$ cat config.mk
export PLATFORM = sky130hd
export DESIGN_NAME = ttd_top
export DESIGN_NICKNAME = d
export VERILOG_FILES = /design/src/inc/ttd_pkg.sv /design/src/hw/ttd_divider.sv /design/src/hw/ttd_sync.sv /design/src/hw/ttd_top.sv
export SDC_FILE = /design/constraint.sdc
export NUM_CORES = 1
export LEC_CHECK = 0
export BUFFER_PORTS_ARGS = -buffer_cell sky130_fd_sc_hd__buf_2
export CAP_MARGIN = 40
export CORE_MARGIN = 8
export CORE_UTILIZATION = 50
export DETAILED_ROUTE_END_ITERATION = 10
export MAX_ROUTING_LAYER = met4
export PLACE_DENSITY_LB_ADDON = 0.3
export SETUP_SLACK_MARGIN = 0.4
export SLEW_MARGIN = 40
export SYNTH_ARGS = -nofsm -noshare
export SYNTH_HDL_FRONTEND = slang
export SYNTH_SLANG_ARGS = --single-unit
export TNS_END_PERCENT = 10
$ cat constraint.sdc
create_clock -name CLOCK_I -period 3 [get_ports CLOCK_I]
set_clock_uncertainty 0.15 [all_clocks]
set_input_delay 0.15 -clock CLOCK_I [delete_from_list [all_inputs] [get_ports CLOCK_I]]
set_output_delay 0.15 -clock CLOCK_I [all_outputs]
set_load 0.005 [all_outputs]
$ cat src/inc/ttd_pkg.sv
/*
   Shared constants of the tick and tone divider: register offsets,
   control field positions, reset values and the divider tap tables.
   Assumes the divider counts high-frequency (16 MHz) and low-frequency
   (32.768 kHz) clock edges; tap k toggles at source / 2^(k+1).
*/
package ttd_pkg;

   // register byte offsets on the APB slave
   localparam logic [7:0] TTD_CTRL_OFS = 8'h00;
   localparam logic [7:0] TTD_CFG_OFS = 8'h04;
   localparam logic [7:0] TTD_STAT_OFS = 8'h08;
   localparam logic [7:0] TTD_CLR_OFS = 8'h0C;
   localparam logic [7:0] TTD_IEN_OFS = 8'h10;
   localparam logic [7:0] TTD_DIV_OFS = 8'h14;

   // tick_tone_control field layout
   localparam int TTD_TICK_SEL_LSB = 0;
   localparam int TTD_TICK_SEL_W = 3;
   localparam int TTD_TICK_EN_BIT = 3;
   localparam int TTD_TONE_SEL_LSB = 5;
   localparam int TTD_TONE_SEL_W = 2;
   localparam int TTD_TONE_EN_BIT = 7;

   // configuration field layout
   localparam int TTD_CFG_SRC_BIT = 0;
   localparam int TTD_CFG_SLOW_BIT = 1;

   // event bits in status, clear and enable registers
   localparam int TTD_EVT_W = 2;
   localparam int TTD_EVT_TICK = 0;
   localparam int TTD_EVT_TONE = 1;

   // reset values
   localparam logic [2:0] TTD_TICK_SEL_RST = 3'h0;
   localparam logic [1:0] TTD_TONE_SEL_RST = 2'h0;
   localparam logic [TTD_EVT_W-1:0] TTD_EVT_RST = 2'h0;

   // divider widths
   localparam int TTD_FC_W = 23;
   localparam int TTD_FS_W = 13;

   // tap bit per tick code, high-frequency and low-frequency source
   localparam int TTD_FC_TICK_TAP [8] = '{22, 20, 15, 13, 12, 11, 10, 8};
   localparam int TTD_FS_TICK_TAP [8] = '{0, 12, 7, 5, 4, 3, 2, 0};
   // low-frequency code with no rate: tap held, no tick
   localparam logic [2:0] TTD_FS_TICK_NONE = 3'h0;

   // tap bit per tone code
   localparam int TTD_FC_TONE_TAP [4] = '{12, 11, 10, 9};
   localparam int TTD_FS_TONE_TAP [4] = '{4, 3, 2, 1};

endpackage

$ cat src/hw/ttd_divider.sv
/*
   Free-running shared divider: one counter per source clock, each
   advanced by a one-cycle enable pulse.
   Assumes the enables come from edge detection of synchronised clocks.
   Nothing but reset clears the counters.
*/
`timescale 1ns/1ps
module ttd_divider #(
   parameter int FC_W = ttd_pkg::TTD_FC_W,
   parameter int FS_W = ttd_pkg::TTD_FS_W
) (
   input wire logic clk_i,
   input wire logic rst_n_i,
   input wire logic fc_en_i,
   input wire logic fs_en_i,
   output logic [FC_W-1:0] fc_cnt_o,
   output logic [FS_W-1:0] fs_cnt_o
);

   typedef struct packed {
      logic [FC_W-1:0] fc_cnt;
      logic [FS_W-1:0] fs_cnt;
   } ttd_div_state_t;

   ttd_div_state_t st_reg;
   ttd_div_state_t st_next;

   // counters wrap; no software path clears them
   always_comb
   begin
      st_next = st_reg;
      if (fc_en_i)
         st_next.fc_cnt = st_reg.fc_cnt + {{(FC_W-1){1'b0}}, 1'b1};
      if (fs_en_i)
         st_next.fs_cnt = st_reg.fs_cnt + {{(FS_W-1){1'b0}}, 1'b1};
   end

   always_ff @(posedge clk_i)
   begin
      if (!rst_n_i)
         st_reg <= '0;
      else
         st_reg <= st_next;
   end

   assign fc_cnt_o = st_reg.fc_cnt;
   assign fs_cnt_o = st_reg.fs_cnt;

endmodule

$ cat src/hw/ttd_sync.sv
/*
   Two-flop synchroniser for a bus of independent levels.
   Assumes each bit is a slow level or a clock much slower than clk_i.
*/
`timescale 1ns/1ps
module ttd_sync #(
   parameter int W = 2
) (
   input wire logic clk_i,
   input wire logic rst_n_i,
   input wire logic [W-1:0] d_i,
   output logic [W-1:0] q_o
);

   typedef struct packed {
      logic [W-1:0] meta;
      logic [W-1:0] sync;
   } ttd_sync_state_t;

   ttd_sync_state_t st_reg;
   ttd_sync_state_t st_next;

   // first stage feeds only the second
   always_comb
   begin
      st_next = st_reg;
      st_next.meta = d_i;
      st_next.sync = st_reg.meta;
   end

   always_ff @(posedge clk_i)
   begin
      if (!rst_n_i)
         st_reg <= '0;
      else
         st_reg <= st_next;
   end

   assign q_o = st_reg.sync;

endmodule

$ cat src/hw/ttd_top.sv
/*
   Tick and tone divider: periodic tick interrupt from a selectable tap
   of the shared divider, and an active-low square wave on the tone pin
   for a piezo buzzer. Registers over APB, one level interrupt.
   Assumes 250 MHz CLOCK_I, the 16 MHz and 32.768 kHz clocks arriving
   as pins, and an APB master on CLOCK_I.
*/
// Design decisions made here: the APB interface to the registers and the placing of the registers.
`timescale 1ns/1ps
module ttd_top #(
   parameter int FC_W = ttd_pkg::TTD_FC_W,
   parameter int FS_W = ttd_pkg::TTD_FS_W
) (
   input wire logic CLOCK_I,
   input wire logic RST_N_I,
   input wire logic FC_CLK_I,
   input wire logic FS_CLK_I,
   input wire logic PSEL_I,
   input wire logic PENABLE_I,
   input wire logic PWRITE_I,
   input wire logic [7:0] PADDR_I,
   input wire logic [31:0] PWDATA_I,
   output logic [31:0] PRDATA_O,
   output logic PREADY_O,
   output logic PSLVERR_O,
   output logic IRQ_O,
   output logic TONE_N_O
);

   typedef struct packed {
      logic [2:0] tick_rate_select;
      logic tick_enable;
      logic tick_live;
      logic [1:0] tone_rate_select;
      logic tone_enable;
      logic tone_live;
      logic divider_clock_source_select;
      logic slow_clock_mode;
      logic fc_d;
      logic fs_d;
      logic tick_tap_d;
      logic tone_tap_d;
      logic periodic_tick_interrupt;
      logic [ttd_pkg::TTD_EVT_W-1:0] status;
      logic [ttd_pkg::TTD_EVT_W-1:0] irq_en;
      logic tone_n;
      logic [31:0] rdata;
      logic slverr;
   } ttd_top_state_t;

   ttd_top_state_t st_reg;
   ttd_top_state_t st_next;

   logic [1:0] clk_sync;
   logic fc_en;
   logic fs_en;
   logic [FC_W-1:0] fc_cnt;
   logic [FS_W-1:0] fs_cnt;
   logic use_fs;
   logic tick_tap;
   logic tone_tap;
   logic tick_fall;
   logic tone_fall;
   logic apb_setup;
   logic apb_write;
   logic [ttd_pkg::TTD_EVT_W-1:0] evt;
   logic [ttd_pkg::TTD_EVT_W-1:0] clr;

   // tick tap: low-frequency code with no rate yields a still tap
   function automatic logic tick_tap_f(input logic [2:0] sel,
                                       input logic slow_src,
                                       input logic [FC_W-1:0] fc,
                                       input logic [FS_W-1:0] fs);
      logic tap;
      tap = fc[ttd_pkg::TTD_FC_TICK_TAP[sel]];
      if (slow_src)
      begin
         tap = fs[ttd_pkg::TTD_FS_TICK_TAP[sel]];
         if (sel == ttd_pkg::TTD_FS_TICK_NONE)
            tap = 1'b0;
      end
      return tap;
   endfunction

   function automatic logic tone_tap_f(input logic [1:0] sel,
                                       input logic slow_src,
                                       input logic [FC_W-1:0] fc,
                                       input logic [FS_W-1:0] fs);
      logic tap;
      tap = fc[ttd_pkg::TTD_FC_TONE_TAP[sel]];
      if (slow_src)
         tap = fs[ttd_pkg::TTD_FS_TONE_TAP[sel]];
      return tap;
   endfunction

   // source clocks are pins: two flops before any logic
   ttd_sync #(
      .W(2)
   ) u_sync (
      .clk_i(CLOCK_I),
      .rst_n_i(RST_N_I),
      .d_i({FS_CLK_I, FC_CLK_I}),
      .q_o(clk_sync)
   );

   // rising edges of the synchronised clocks advance the divider
   assign fc_en = clk_sync[0] & ~st_reg.fc_d;
   assign fs_en = clk_sync[1] & ~st_reg.fs_d;

   ttd_divider #(
      .FC_W(FC_W),
      .FS_W(FS_W)
   ) u_div (
      .clk_i(CLOCK_I),
      .rst_n_i(RST_N_I),
      .fc_en_i(fc_en),
      .fs_en_i(fs_en),
      .fc_cnt_o(fc_cnt),
      .fs_cnt_o(fs_cnt)
   );

   // slow mode also runs the divider from the low-frequency clock
   assign use_fs = st_reg.divider_clock_source_select
                   | st_reg.slow_clock_mode;
   assign tick_tap = tick_tap_f(st_reg.tick_rate_select, use_fs,
                                fc_cnt, fs_cnt);
   assign tone_tap = tone_tap_f(st_reg.tone_rate_select, use_fs,
                                fc_cnt, fs_cnt);

   // live gates need one settled cycle, so the write that sets the
   // rate and the enable together cannot fake an edge
   assign tick_fall = st_reg.tick_live & st_reg.tick_tap_d
                      & ~tick_tap;
   assign tone_fall = st_reg.tone_live & st_reg.tone_tap_d & ~tone_tap;

   // APB decode helpers
   assign apb_setup = PSEL_I & ~PENABLE_I;
   assign apb_write = PSEL_I & PENABLE_I & PWRITE_I;
   assign evt = {tone_fall, tick_fall};
   assign clr = (apb_write && PADDR_I == ttd_pkg::TTD_CLR_OFS)
                ? PWDATA_I[ttd_pkg::TTD_EVT_W-1:0]
                : ttd_pkg::TTD_EVT_RST;

   always_comb
   begin
      st_next = st_reg;
      st_next.fc_d = clk_sync[0];
      st_next.fs_d = clk_sync[1];
      st_next.tick_tap_d = tick_tap;
      st_next.tone_tap_d = tone_tap;
      // divider is never touched here on enable
      st_next.tick_live = st_reg.tick_enable;
      st_next.tone_live = st_reg.tone_enable;
      st_next.periodic_tick_interrupt = tick_fall;
      // set wins over a clear in the same cycle
      st_next.status = (st_reg.status & ~clr) | evt;
      // idle pin is high; enabled pin follows the tap inverted
      st_next.tone_n = ~(st_reg.tone_live & tone_tap);
      // register writes land at the access edge
      if (apb_write)
      begin
         if (PADDR_I == ttd_pkg::TTD_CTRL_OFS)
         begin
            st_next.tick_rate_select = PWDATA_I[ttd_pkg::TTD_TICK_SEL_LSB
               +: ttd_pkg::TTD_TICK_SEL_W];
            st_next.tick_enable = PWDATA_I[ttd_pkg::TTD_TICK_EN_BIT];
            st_next.tone_rate_select = PWDATA_I[ttd_pkg::TTD_TONE_SEL_LSB
               +: ttd_pkg::TTD_TONE_SEL_W];
            st_next.tone_enable = PWDATA_I[ttd_pkg::TTD_TONE_EN_BIT];
            // a disabling write kills the gate at once
            if (!PWDATA_I[ttd_pkg::TTD_TICK_EN_BIT])
               st_next.tick_live = 1'b0;
            if (!PWDATA_I[ttd_pkg::TTD_TONE_EN_BIT])
               st_next.tone_live = 1'b0;
         end
         else if (PADDR_I == ttd_pkg::TTD_CFG_OFS)
         begin
            st_next.divider_clock_source_select =
               PWDATA_I[ttd_pkg::TTD_CFG_SRC_BIT];
            st_next.slow_clock_mode = PWDATA_I[ttd_pkg::TTD_CFG_SLOW_BIT];
         end
         else if (PADDR_I == ttd_pkg::TTD_IEN_OFS)
            st_next.irq_en = PWDATA_I[ttd_pkg::TTD_EVT_W-1:0];
      end
      // read data and error are fetched in the setup cycle
      if (apb_setup)
      begin
         st_next.rdata = 32'h0000_0000;
         st_next.slverr = 1'b0;
         if (PADDR_I == ttd_pkg::TTD_CTRL_OFS)
         begin
            st_next.rdata[ttd_pkg::TTD_TICK_SEL_LSB
               +: ttd_pkg::TTD_TICK_SEL_W] = st_reg.tick_rate_select;
            st_next.rdata[ttd_pkg::TTD_TICK_EN_BIT] = st_reg.tick_enable;
            st_next.rdata[ttd_pkg::TTD_TONE_SEL_LSB
               +: ttd_pkg::TTD_TONE_SEL_W] = st_reg.tone_rate_select;
            st_next.rdata[ttd_pkg::TTD_TONE_EN_BIT] = st_reg.tone_enable;
         end
         else if (PADDR_I == ttd_pkg::TTD_CFG_OFS)
         begin
            st_next.rdata[ttd_pkg::TTD_CFG_SRC_BIT] =
               st_reg.divider_clock_source_select;
            st_next.rdata[ttd_pkg::TTD_CFG_SLOW_BIT] =
               st_reg.slow_clock_mode;
         end
         else if (PADDR_I == ttd_pkg::TTD_STAT_OFS)
            st_next.rdata[ttd_pkg::TTD_EVT_W-1:0] = st_reg.status;
         else if (PADDR_I == ttd_pkg::TTD_CLR_OFS)
            st_next.rdata = 32'h0000_0000; // write-only, reads zero
         else if (PADDR_I == ttd_pkg::TTD_IEN_OFS)
            st_next.rdata[ttd_pkg::TTD_EVT_W-1:0] = st_reg.irq_en;
         else if (PADDR_I == ttd_pkg::TTD_DIV_OFS)
            st_next.rdata[FC_W-1:0] = fc_cnt;
         else
            st_next.slverr = 1'b1;
      end
   end

   always_ff @(posedge CLOCK_I)
   begin
      if (!RST_N_I)
      begin
         st_reg <= '0;
         st_reg.tick_rate_select <= ttd_pkg::TTD_TICK_SEL_RST;
         st_reg.tone_rate_select <= ttd_pkg::TTD_TONE_SEL_RST;
         st_reg.tone_n <= 1'b1;
      end
      else
         st_reg <= st_next;
   end

   // zero-wait slave; level interrupt from enabled sticky bits
   assign PREADY_O = 1'b1;
   assign PRDATA_O = st_reg.rdata;
   assign PSLVERR_O = st_reg.slverr & PSEL_I & PENABLE_I;
   assign IRQ_O = |(st_reg.status & st_reg.irq_en);
   assign TONE_N_O = st_reg.tone_n;
endmodule

==> impl_metrics.json, run 1 <==
{
  "status": "completed",
  "setup.worst_path.start_class": "register",
  "share_clk_of_total_power_pct": 40.4,
  "numCtsBuffers": 9,
  "grt_max_degree": 49,
  "cp_endpoint_kind": "register",
  "dr.pass1.iters": 5,
  "die_w_um": 109.1,
  "timing.setup.tns_ns": 0,
  "netlist_instances": 476,
  "drtAntennaViolNets": 0,
  "grt_pass1_vias": 3099,
  "p_sw_mw": 0.4896,
  "ff2ff_path_depth": 8,
  "fp.dieH_um": 109.1,
  "cts_tree": "yes",
  "syn-cell-area_um2": 4338,
  "post-route-period-util_pct": 78.42,
  "whs_endpoint": "PRDATA_O[5]",
  "die_area_um2": 11910,
  "netlist.top_cell.by_area": "dfxtp_1",
  "dr_total_vias": 3340,
  "rsz0062_at_grt": "no",
  "cts_root_buf": "clkbuf_8",
  "wl_mm": 8.996,
  "area_fraction_of_the_dominant_cell_type_after_synthesis_pct": 38.77,
  "grt.total_usage_pct": 15.80,
  "crit_arrival_ns": 2.48,
  "r2r_slack_ns": 0.65,
  "yosys-top-cells-area": "dfxtp_1 (39%), buf_4 (5.7%), and2_1 (4.9%), nor2b_1 (4.0%), xnor2_1 (4.0%)",
  "critical_path.cell_chain": "inv_1 -> ha_1 -> nor2b_1 -> a2111oi_0 -> a311oi_1 -> nand3_1 -> a211oi_1 -> o31ai_1",
  "final_period_minus_worst_setup_slack_ns": 2.353,
  "synth_sequential_area_ratio_pct": 38.77,
  "combPwrFrac_pct": 4.6,
  "crit_path_max_fanout": 8,
  "synth.distinct_cells": 48,
  "gp_congestion": 0.8484,
  "floorplan.rows": 34,
  "hold-path-cell-count": 4,
  "clock_sinks": 84,
  "fillerInstances": 807,
  "timing.fmax_ghz": 0.4251,
  "detail_route.drc_violations": 0,
  "syn_area_per_cell_um2": 9.113,
  "initial_utilization_pct": 50.73,
  "initialDrtViolationCount": 143,
  "cts-root-to-sink-buffers": 2,
  "grt_overflow_total": 0,
  "multi_input_area_um2": 2282,
  "avgRoutedWirePerCell_um": 14.80,
  "synth-warning-count": 0,
  "synth_seq_cells": 84,
  "min_from": "PADDR_I[6]",
  "timing.final.hold_violations": 0,
  "drt-vias-per-instance": 5.493,
  "hpwlAfterDp_mm": 6.387,
  "final_nets": 550,
  "power_density_nw_per_um2": 438.7,
  "buffer_ports.inserted": 47,
  "crit_type": "reg2reg",
  "max-slew-margin-rel_pct": 54.55,
  "area_delta_synth_final_pct": 7.644,
  "path_clk_slew_ns": 0.09,
  "grt_first_pass_wirelength_mm": 14.75,
  "cp_slowest_stage_delay_ns": 0.53,
  "vdd_ir_drop_max_v": 0.0002437,
  "diodes": 0,
  "pin_count": 83,
  "htree_num_levels": 3,
  "antenna_found_initial": 0,
  "max_slew.worst_pin.slew_ns": 0.6817,
  "reg2reg_from": "st_reg[51]",
  "sequential_cell_area_um2": 1683,
  "post_cts.repair.setup_buffers": 0,
  "asyncSetResetFlopFracSynth_pct": 0,
  "worstPathRequired_ns": 3.12,
  "post-layout-total-power_mw": 2.049,
  "p_sw_share_pct": 23.90,
  "insertion_delay_ns": 0.35,
  "number_of_enable_flip_flop_cells_after_synthesis": 0,
  "kind_of_path_behind_the_tightest_hold_check": "in2reg",
  "p_int_mw": 1.559,
  "crit_path_top_delay_cell": "dfxtp_1",
  "power.share.sequential_pct": 55.0,
  "setup-violations-final": 0,
  "p_leak_nw": 1.823,
  "post_route_cells_drive_above_1_share_pct": 15.40,
  "synth_ff_type": "dfxtp_1",
  "timing_max_transition_violations_final": 0,
  "placement.setup.worst_slack_ns": 0.5253,
  "maximum_capacitance_violations": 0,
  "core-area_um2": 8551,
  "slack_of_the_critical_path_ns": 0.6474,
  "worst_r2r_endpoint": "st_reg[36]"
}
## layout by cell type, fill, tap and decap left out, types with 4 or more instances in the layout
cell type	netlist	layout
a21boi_0	18	18
a21oi_1	7	7
a22o_1	4	4
a22oi_1	18	18
a32oi_1	5	5
and2_1	34	34
and3_1	13	13
and4_1	4	4
buf_2	3	47
clkbuf_8	0	9
conb_1	2	10
dfxtp_1	84	83
dlygate4sd3_1	0	9
ha_1	8	8
inv_1	8	8
mux2i_1	12	10
mux4_2	5	5
nand2_1	37	37
nand2b_1	7	6
nand3_1	29	29
nand4_1	11	11
nor2_1	9	9
nor2b_1	28	28
o211a_1	4	4
o21ai_0	14	14
or3_1	6	6
xnor2_1	20	20
xor2_1	6	6
## worst max-delay path, delay by kind of cell, from the launching register on
kind            cells  cell delay (ns)
flops               1             0.53
fa+ha+maj           1             0.43
buf+inv             1             0.15
compound gates      4             0.82
simple gates        2             0.19
## per-stage QoR
step,area (um2),hold WS (ns),cells,utilization [%]
after floorplan,4368,0.1273,484,-
after detailed placement,4369,0.2113,583,51.10
final,4669,0.01452,608,54.61
after CTS,4658,0.002331,608,54.48
after global routing,4669,0.01414,608,54.61
after global placement,4369,0.2077,583,51.10
## what timing repair did
| action | CTS | global route |
|---|---|---|
| setup endpoints to repair | 0 | 2 |
| endpoints found under the hold margin | 16 | 0 |
| resized for setup | 0 | 3 |
| hold buffers | 9 | 0 |
## power groups by stage
stage / Clock (mW) / Combinational, mW / Sequential, mW
after global placement: 0 / 0.0820 / 1.15
after global routing: 0.898 / 0.104 / 1.13
after CTS: 0.851 / 0.0930 / 1.13
after detailed placement: 0 / 0.0838 / 1.15
after floorplan: 0 / 0.0675 / 1.15
final: 0.828 / 0.0934 / 1.13
## kinds of logic (layout without fill, tap and decap cells)
| group | count (synthesis) | in the layout | synth area share, % |
|---|---|---|---|
| flip-flops | 84 | 84 | 38.77 |
| buffers and inverters | 66 | 82 | 9.547 |
| adder cells (fa/ha/maj) | 8 | 8 | 2.308 |
| AND/OR/NAND/NOR | 187 | 187 | 24.23 |
| XOR/XNOR | 26 | 26 | 5.250 |
| other | 2 | 10 | 0.1731 |
| multiplexers | 17 | 17 | 5.365 |
| AO/OA/AOI/OAI | 86 | 86 | 14.36 |
## how the worst max path moves through the flow
stage	start	to	slack [ns]
floorplan	st_reg[52]	st_reg[36]	0.81
global route	st_reg[51]	st_reg[36]	0.44
detailed placement	st_reg[52]	st_reg[36]	0.53
finish	st_reg[51]	st_reg[36]	0.65
CTS	st_reg[52]	st_reg[36]	0.48
global placement	st_reg[52]	st_reg[36]	0.58
## cells in the mapped netlist, types with 4 or more instances
master    number
a21boi_0      18
a21oi_1        7
a22o_1         4
a22oi_1       18
a32oi_1        5
and2_1        34
and3_1        13
and4_1         4
buf_4         33
clkbuf_1      18
dfxtp_1       84
ha_1           8
inv_1          8
mux2i_1       12
mux4_2         5
nand2_1       37
nand2b_1       7
nand3_1       29
nand4_1       11
nor2_1         9
nor2b_1       28
o211a_1        4
o21ai_0       14
or3_1          6
xnor2_1       20
xor2_1         6
## area by class of cell
class,instances,share of cell area [%]
multi-input cells,334,48.87
clock buffers,10,2.733
repair buffers,58,7.288
clock inverters,6,1.527
well taps,108,2.894
inverters,8,0.6431
flip-flops and latches,84,36.04
## layer usage
metal	part of all wire [%]	routed length [um]	track usage [%]
met1	45	4074	19.43
met2	48	4325	24.52
met3	5.2	468	2.955
met4	1.4	129	7.331
met5	0	0	-
No activity file was read; power rests on OpenSTA's default activity.
==> run 2: changes to the inputs <==
--- a/config.mk
+++ b/config.mk
@@ -5,6 +5,7 @@
 export SDC_FILE = /design/constraint.sdc
 export NUM_CORES = 1
 export LEC_CHECK = 0
+export ABC_AREA = 1
 export BUFFER_PORTS_ARGS = -buffer_cell sky130_fd_sc_hd__buf_2
 export CAP_MARGIN = 40
 export CORE_MARGIN = 8
==> constraint.sdc (replaced) <==
create_clock -name CLOCK_I -period 2.3 [get_ports CLOCK_I]
set_clock_uncertainty 0.15 [all_clocks]
set_input_delay 0.115 -clock CLOCK_I [delete_from_list [all_inputs] [get_ports CLOCK_I]]
set_output_delay 0.115 -clock CLOCK_I [all_outputs]
set_load 0.005 [all_outputs]
==> run 2 against run 1 <==
  * Total power up 30%
  * Wire length up 19%
  * Fmax up 26%
  * Sequential share of layout area down 2.2 points
  * Combinational power up 57%
  * Synthesized area up 3.4%
  * Flip-flop and latch count unchanged
  * Critical endpoint unchanged
  * Largest cell class unchanged
  * Largest power group unchanged
  * Highest routed layer unchanged
==> impl_metrics.json, run 2 <==
{
  "clock_sinks": 84,
  "pin_count": 83,
  "crit_arrival_ns": 1.95,
  "cts_root_buf": "clkbuf_8",
  "avgRoutedWirePerCell_um": 13.50,
  "cts_tree": "yes",
  "post_route_cells_drive_above_1_share_pct": 18.20,
  "drtAntennaViolNets": 0,
  "yosys-top-cells-area": "dfxtp_1 (38%), nand2_1 (9.7%), a21oi_1 (8.4%), inv_1 (7.3%), buf_4 (5.7%)",
  "area_delta_synth_final_pct": 11.44,
  "grt_first_pass_wirelength_mm": 17.87,
  "min_from": "RST_N_I",
  "post-route-period-util_pct": 81.40,
  "synth_ff_type": "dfxtp_1",
  "worstPathRequired_ns": 2.38,
  "insertion_delay_ns": 0.35,
  "buffer_ports.inserted": 47,
  "crit_type": "reg2reg",
  "hold-path-cell-count": 3,
  "syn-cell-area_um2": 4484,
  "layout_common_cells": "nand2_1 (112), inv_1 (83), dfxtp_1 (79)",
  "synth.distinct_cells": 35,
  "whs_endpoint": "u_sync.st_next[1]",
  "postPlaceCellArea_um2": 4616,
  "max_slew.worst_pin.slew_ns": 0.6003,
  "max-slew-margin-rel_pct": 59.61,
  "synth_seq_cells": 84,
  "area_fraction_of_the_dominant_cell_type_after_synthesis_pct": 37.50,
  "netlist.top_cell.by_area": "dfxtp_1",
  "grt_overflow_total": 0,
  "fp.dieH_um": 110.7,
  "path_clk_slew_ns": 0.09,
  "numCtsBuffers": 9,
  "ff2ff_path_depth": 11,
  "worst_r2r_endpoint": "st_reg[36]",
  "maximum_capacitance_violations": 0,
  "number_of_enable_flip_flop_cells_after_synthesis": 0,
  "final_nets": 737,
  "timing.setup.tns_ns": 0,
  "core-area_um2": 8721,
  "detail_route.drc_violations": 0,
  "cts-root-to-sink-buffers": 2,
  "gp_congestion": 0.9242,
  "initial_utilization_pct": 51.42,
  "antenna_found_initial": 0,
  "initialDrtViolationCount": 252,
  "status": "completed",
  "hpwlAfterDp_mm": 7.909,
  "dr_total_vias": 4157,
  "timing_max_transition_violations_final": 0,
  "floorplan.rows": 34,
  "asyncSetResetFlopFracSynth_pct": 0,
  "dr.pass1.iters": 5,
  "post-synth-top-count-cell": "nand2_1",
  "drt-vias-per-instance": 5.229,
  "htree_num_levels": 3,
  "rsz0062_at_grt": "yes",
  "p_leak_nw": 2.019,
  "vdd_ir_drop_max_v": 0.0002984,
  "grt.total_usage_pct": 17.49,
  "reg2reg_from": "st_reg[51]",
  "grt_max_degree": 36,
  "grt_pass1_vias": 3914,
  "synth_sequential_area_ratio_pct": 37.50,
  "crit_path_max_fanout": 5,
  "die_w_um": 110.7,
  "cp_endpoint_kind": "register",
  "timing.fmax_ghz": 0.5341,
  "design_area_um2": 4997,
  "setup.worst_path.start_class": "register",
  "yosys-top-cells-count": "nand2_1 (116), inv_1 (87), dfxtp_1 (84)",
  "finalCoreUtilization_pct": 57.30,
  "power_density_nw_per_um2": 534.5,
  "netlist_instances": 647,
  "diodes": 0,
  "wl_mm": 10.73,
  "timing.final.hold_violations": 0,
  "final_period_minus_worst_setup_slack_ns": 1.872,
  "synth-warning-count": 0,
  "final_common_cell": "nand2_1",
  "r2r_slack_ns": 0.43,
  "syn_area_per_cell_um2": 6.931,
  "die_area_um2": 12250,
  "setup-violations-final": 0,
  "kind_of_path_behind_the_tightest_hold_check": "in2reg"
}
[run 2: cell types whose count changed after synthesis, moves of 18 or more]
cell | previous run | this run
o21ai_0 | 14 | 42
inv_1 | 8 | 87
a22oi_1 | 18 | 0
xnor2_1 | 20 | 1
nor2_1 | 9 | 49
and2_1 | 34 | 0
nor2b_1 | 28 | 0
nand2_1 | 37 | 116
a21oi_1 | 7 | 75
a21boi_0 | 18 | 0
[run 2: cell type report]
class | instances | area (um2)
clock buffer | 9 | 123.9
clock inverter | 7 | 75.07
fill | 836 | 3724
inverter | 96 | 360.3
multi-input combinational | 425 | 2210
sequential | 84 | 1693
tap | 108 | 135.1
timing repair buffer | 66 | 400.4
[run 2: layer usage]
layer	wire length, um	part of all wire [%]	vias to the layer above	global-route usage (%)
met5	0	0	-	-
met1	4727	44	1876	20.61
met4	289	2.7	0	6.937
met3	638	5.9	23	3.788
li1	-	-	2132	-
met2	5076	47	126	28.42
[run 2: worst max-delay path, stage by stage (launching register included)]
cell,delay [ns]
dfxtp_2,0.37
inv_2,0.08
ha_1,0.30
nor2_1,0.05
nor2_1,0.22
nand3_1,0.13
o21ai_1,0.11
nand2_1,0.07
nand3_1,0.07
nand2_1,0.08
nand3_1,0.07
a21oi_1,0.06
[run 2: logic make-up (layout without fill, tap and decap cells)]
| family | after synthesis | count (layout) | synth area share, % |
|---|---|---|---|
| xor gates and xnor gates | 6 | 6 | 1.172 |
| other | 2 | 10 | 0.1675 |
| AOI/OAI and AO/OA | 133 | 133 | 15.57 |
| buffers and inverters | 146 | 178 | 15.21 |
| adders and majority gates | 8 | 8 | 2.232 |
| DFF | 84 | 84 | 37.50 |
| and+or+nand+nor | 268 | 268 | 28.15 |
[run 2: metrics by stage]
step | hold slack, ns | setup WS, ns | power [mW] | instances
after floorplan | 0.06263 | 0.4407 | 1.605 | 655
after global placement | 0.1444 | 0.3327 | 1.631 | 767
after detailed placement | 0.1519 | 0.2612 | 1.637 | 767
after CTS | 0.01722 | 0.4257 | 2.705 | 792
after global routing | 0.05165 | 0.3169 | 2.786 | 795
final | 0.02558 | 0.4277 | 2.671 | 795
[run 2: worst max path at each step]
stage,startpoint,to,slack (ns),depth (start not counted)
final,st_reg[51],st_reg[36],0.43,11
after global routing,u_div.fc_cnt_o[1],u_div.fc_cnt_o[12],0.32,8
after CTS,st_reg[52],st_reg[36],0.43,13
after detailed placement,st_reg[52],st_reg[36],0.26,10
after global placement,st_reg[52],st_reg[36],0.33,10
after floorplan,st_reg[47],TONE_N_O,0.44,13
[run 2: what timing repair did]
item,CTS,global route
cloned,0,0
pin swaps,1,4
setup endpoints to repair,2,18
resized for setup,6,17
hold buffers,9,0
setup buffers,0,3
endpoints found under the hold margin,15,0
[run 2: power by group]
part	internal (mW)	switching (mW)	leakage [nW]
Sequential	1.46	0.00984	0.682
Clock	0.507	0.543	0.0971
Combinational	0.0545	0.0925	1.24
==> run 3: changes to the inputs <==
--- a/config.mk
+++ b/config.mk
@@ -5,7 +5,7 @@
 export SDC_FILE = /design/constraint.sdc
 export NUM_CORES = 1
 export LEC_CHECK = 0
-export ABC_AREA = 1
+export ABC_AREA = 0
 export BUFFER_PORTS_ARGS = -buffer_cell sky130_fd_sc_hd__buf_2
 export CAP_MARGIN = 40
 export CORE_MARGIN = 8
==> constraint.sdc (replaced) <==
create_clock -name CLOCK_I -period 1.6 [get_ports CLOCK_I]
set_clock_uncertainty 0.15 [all_clocks]
set_input_delay 0.08 -clock CLOCK_I [delete_from_list [all_inputs] [get_ports CLOCK_I]]
set_output_delay 0.08 -clock CLOCK_I [all_outputs]
set_load 0.005 [all_outputs]
==> run 3 against run 2 <==
  * The flow now finishes with violations (setup timing)
  * Die area decreased by 2.8%
  * Total power grew 44%
  * Worst hold slack worse by 0.013 ns
  * Utilization increased by 11 points
  * Non-clock buffer count up 81
  * Highest routed layer unchanged
==> impl_metrics.json, run 3 (same netlist as run 1, synthesis figures left out) <==
{
  "status": "complete, but fails checks",
  "violations": "setup timing",
  "grt_max_degree": 37,
  "initial_utilization_pct": 50.73,
  "critical_path_buf_inv_count": 2,
  "crit_type": "reg2reg",
  "p_leak_nw": 2.356,
  "fp.dieH_um": 109.1,
  "dr.pass1.iters": 4,
  "vdd_ir_drop_max_v": 0.0004056,
  "final_common_cell": "buf_4",
  "path_clk_slew_ns": 0.09,
  "cpLargestDelayFamily": "multiplexers",
  "detail_route.drc_violations": 0,
  "layout_common_cells": "buf_4 (68), dfxtp_1 (65), buf_2 (45)",
  "pin_count": 83,
  "final_period_minus_worst_setup_slack_ns": 1.859,
  "timing.fmax_ghz": 0.5380,
  "area_delta_synth_final_pct": 35.10,
  "max-slew-margin-rel_pct": 66.62,
  "crit_top_cell": "buf_6",
  "fillerInstances": 665,
  "slack_of_the_critical_path_ns": -0.2587,
  "drt-vias-per-instance": 5.382,
  "floorplan.rows": 34,
  "numCtsBuffers": 9,
  "wl_mm": 11.11,
  "cp_slowest_stage_delay_ns": 0.35,
  "post-route-period-util_pct": 116.2,
  "setup-violations-final": 12,
  "cts-root-to-sink-buffers": 2,
  "diodes": 0,
  "post_route_cells_drive_above_1_share_pct": 41.26,
  "core-area_um2": 8551,
  "dr_total_vias": 3751,
  "grt.total_usage_pct": 18.58,
  "crit_path_top_delay_cell": "dfxtp_2",
  "max_slew.worst_pin.slew_ns": 0.5008,
  "gp_congestion": 0.9031,
  "cts_root_buf": "clkbuf_8",
  "avgRoutedWirePerCell_um": 15.93,
  "critical_path.cell_chain": "buf_6 -> buf_6 -> mux2i_4 -> mux2i_1 -> o221ai_1 -> and4_1 -> o21a_1",
  "worstPathRequired_ns": 1.70,
  "drtAntennaViolNets": 0,
  "buffer_ports.inserted": 47,
  "maximum_capacitance_violations": 0,
  "post-layout-total-power_mw": 3.843,
  "crit_path_max_fanout": 5,
  "grt_overflow_total": 0,
  "setup.worst_path.start_class": "register",
  "hpwlAfterDp_mm": 7.518,
  "clock_sinks": 84,
  "final.hold.worst_slack_ns": 0.01231,
  "die_area_um2": 11910,
  "die_w_um": 109.1,
  "htree_num_levels": 3,
  "rsz0062_at_grt": "yes",
  "antenna_found_initial": 0,
  "timing_max_transition_violations_final": 0,
  "initialDrtViolationCount": 148,
  "grt_pass1_vias": 3657,
  "cp_endpoint_kind": "register",
  "power_density_nw_per_um2": 655.7,
  "final_nets": 639,
  "crit_arrival_ns": 1.96,
  "insertion_delay_ns": 0.36,
  "cts_tree": "yes",
  "grt_first_pass_wirelength_mm": 17.32,
  "kind_of_path_behind_the_tightest_hold_check": "in2reg",
  "timing.final.hold_violations": 0
}
## run 3: layout make-up
| type | instances | area [um2] | area share (%) |
|---|---|---|---|
| multi-input combinational | 334 | 2656 | 45.32 |
| sequential | 84 | 1720 | 29.36 |
| timing repair buffer | 147 | 1122 | 19.15 |
| clock buffer | 11 | 152.6 | 2.605 |
| tap | 108 | 135.1 | 2.306 |
| clock inverter | 5 | 38.79 | 0.6618 |
| inverter | 8 | 35.03 | 0.5978 |
## run 3: path summary, 6_finish.rpt
check / from / to / slack (ns) / depth (start not counted)
worst max register to register: st_reg[52] / st_reg[40] / -0.26 / 7
worst min register to register: st_reg[45] / TONE_N_O / 0.28 / 1
worst min-delay path: PADDR_I[6] / PRDATA_O[5] / 0.01 / 5
worst max-delay path: st_reg[52] / st_reg[40] / -0.26 / 7
## run 3: layer usage
| metal | up-vias | routed length (um) | GRT usage, % |
|---|---|---|---|
| met2 | 79 | 5610 | 31.02 |
| met3 | 21 | 482 | 4.019 |
| met4 | 0 | 201 | 5.865 |
| met1 | 1804 | 4811 | 21.76 |
| met5 | - | 0 | - |
| li1 | 1847 | - | - |
## run 3: report_power, final
group          internal [mW]  switching [mW]
sequential              2.10         0.00878
clock                  0.675           0.829
combinational          0.115           0.121
## run 3: through the flow
stage | setup WS, ns | setup TNS [ns] | utilization [%] | area (um2) | std cells
CTS | -0.2453 | -1.567 | 65.31 | 5584 | 694
floorplan | -0.3339 | -2.438 | - | 4493 | 484
global placement | -0.3273 | -7.043 | 59.22 | 5064 | 659
finish | -0.2587 | -1.656 | 68.54 | 5861 | 697
detailed placement | -0.3533 | -7.881 | 59.22 | 5064 | 659
global route | -0.3164 | -3.171 | 68.54 | 5861 | 697
## run 3: what timing repair did
| action | CTS | global route |
|---|---|---|
| hold buffers | 12 | 1 |
| setup endpoints to repair | 74 | 79 |
| setup buffers | 7 | 2 |
| pin swaps | 41 | 61 |
| gates resized for setup | 49 | 77 |
| hold endpoints to repair | 33 | 1 |
## run 3: worst min-delay path, stage by stage
cell      delay (ns)
buf_2           0.11
nor3_4          0.06
buf_6           0.11
nand3_2         0.05
a21boi_1        0.05
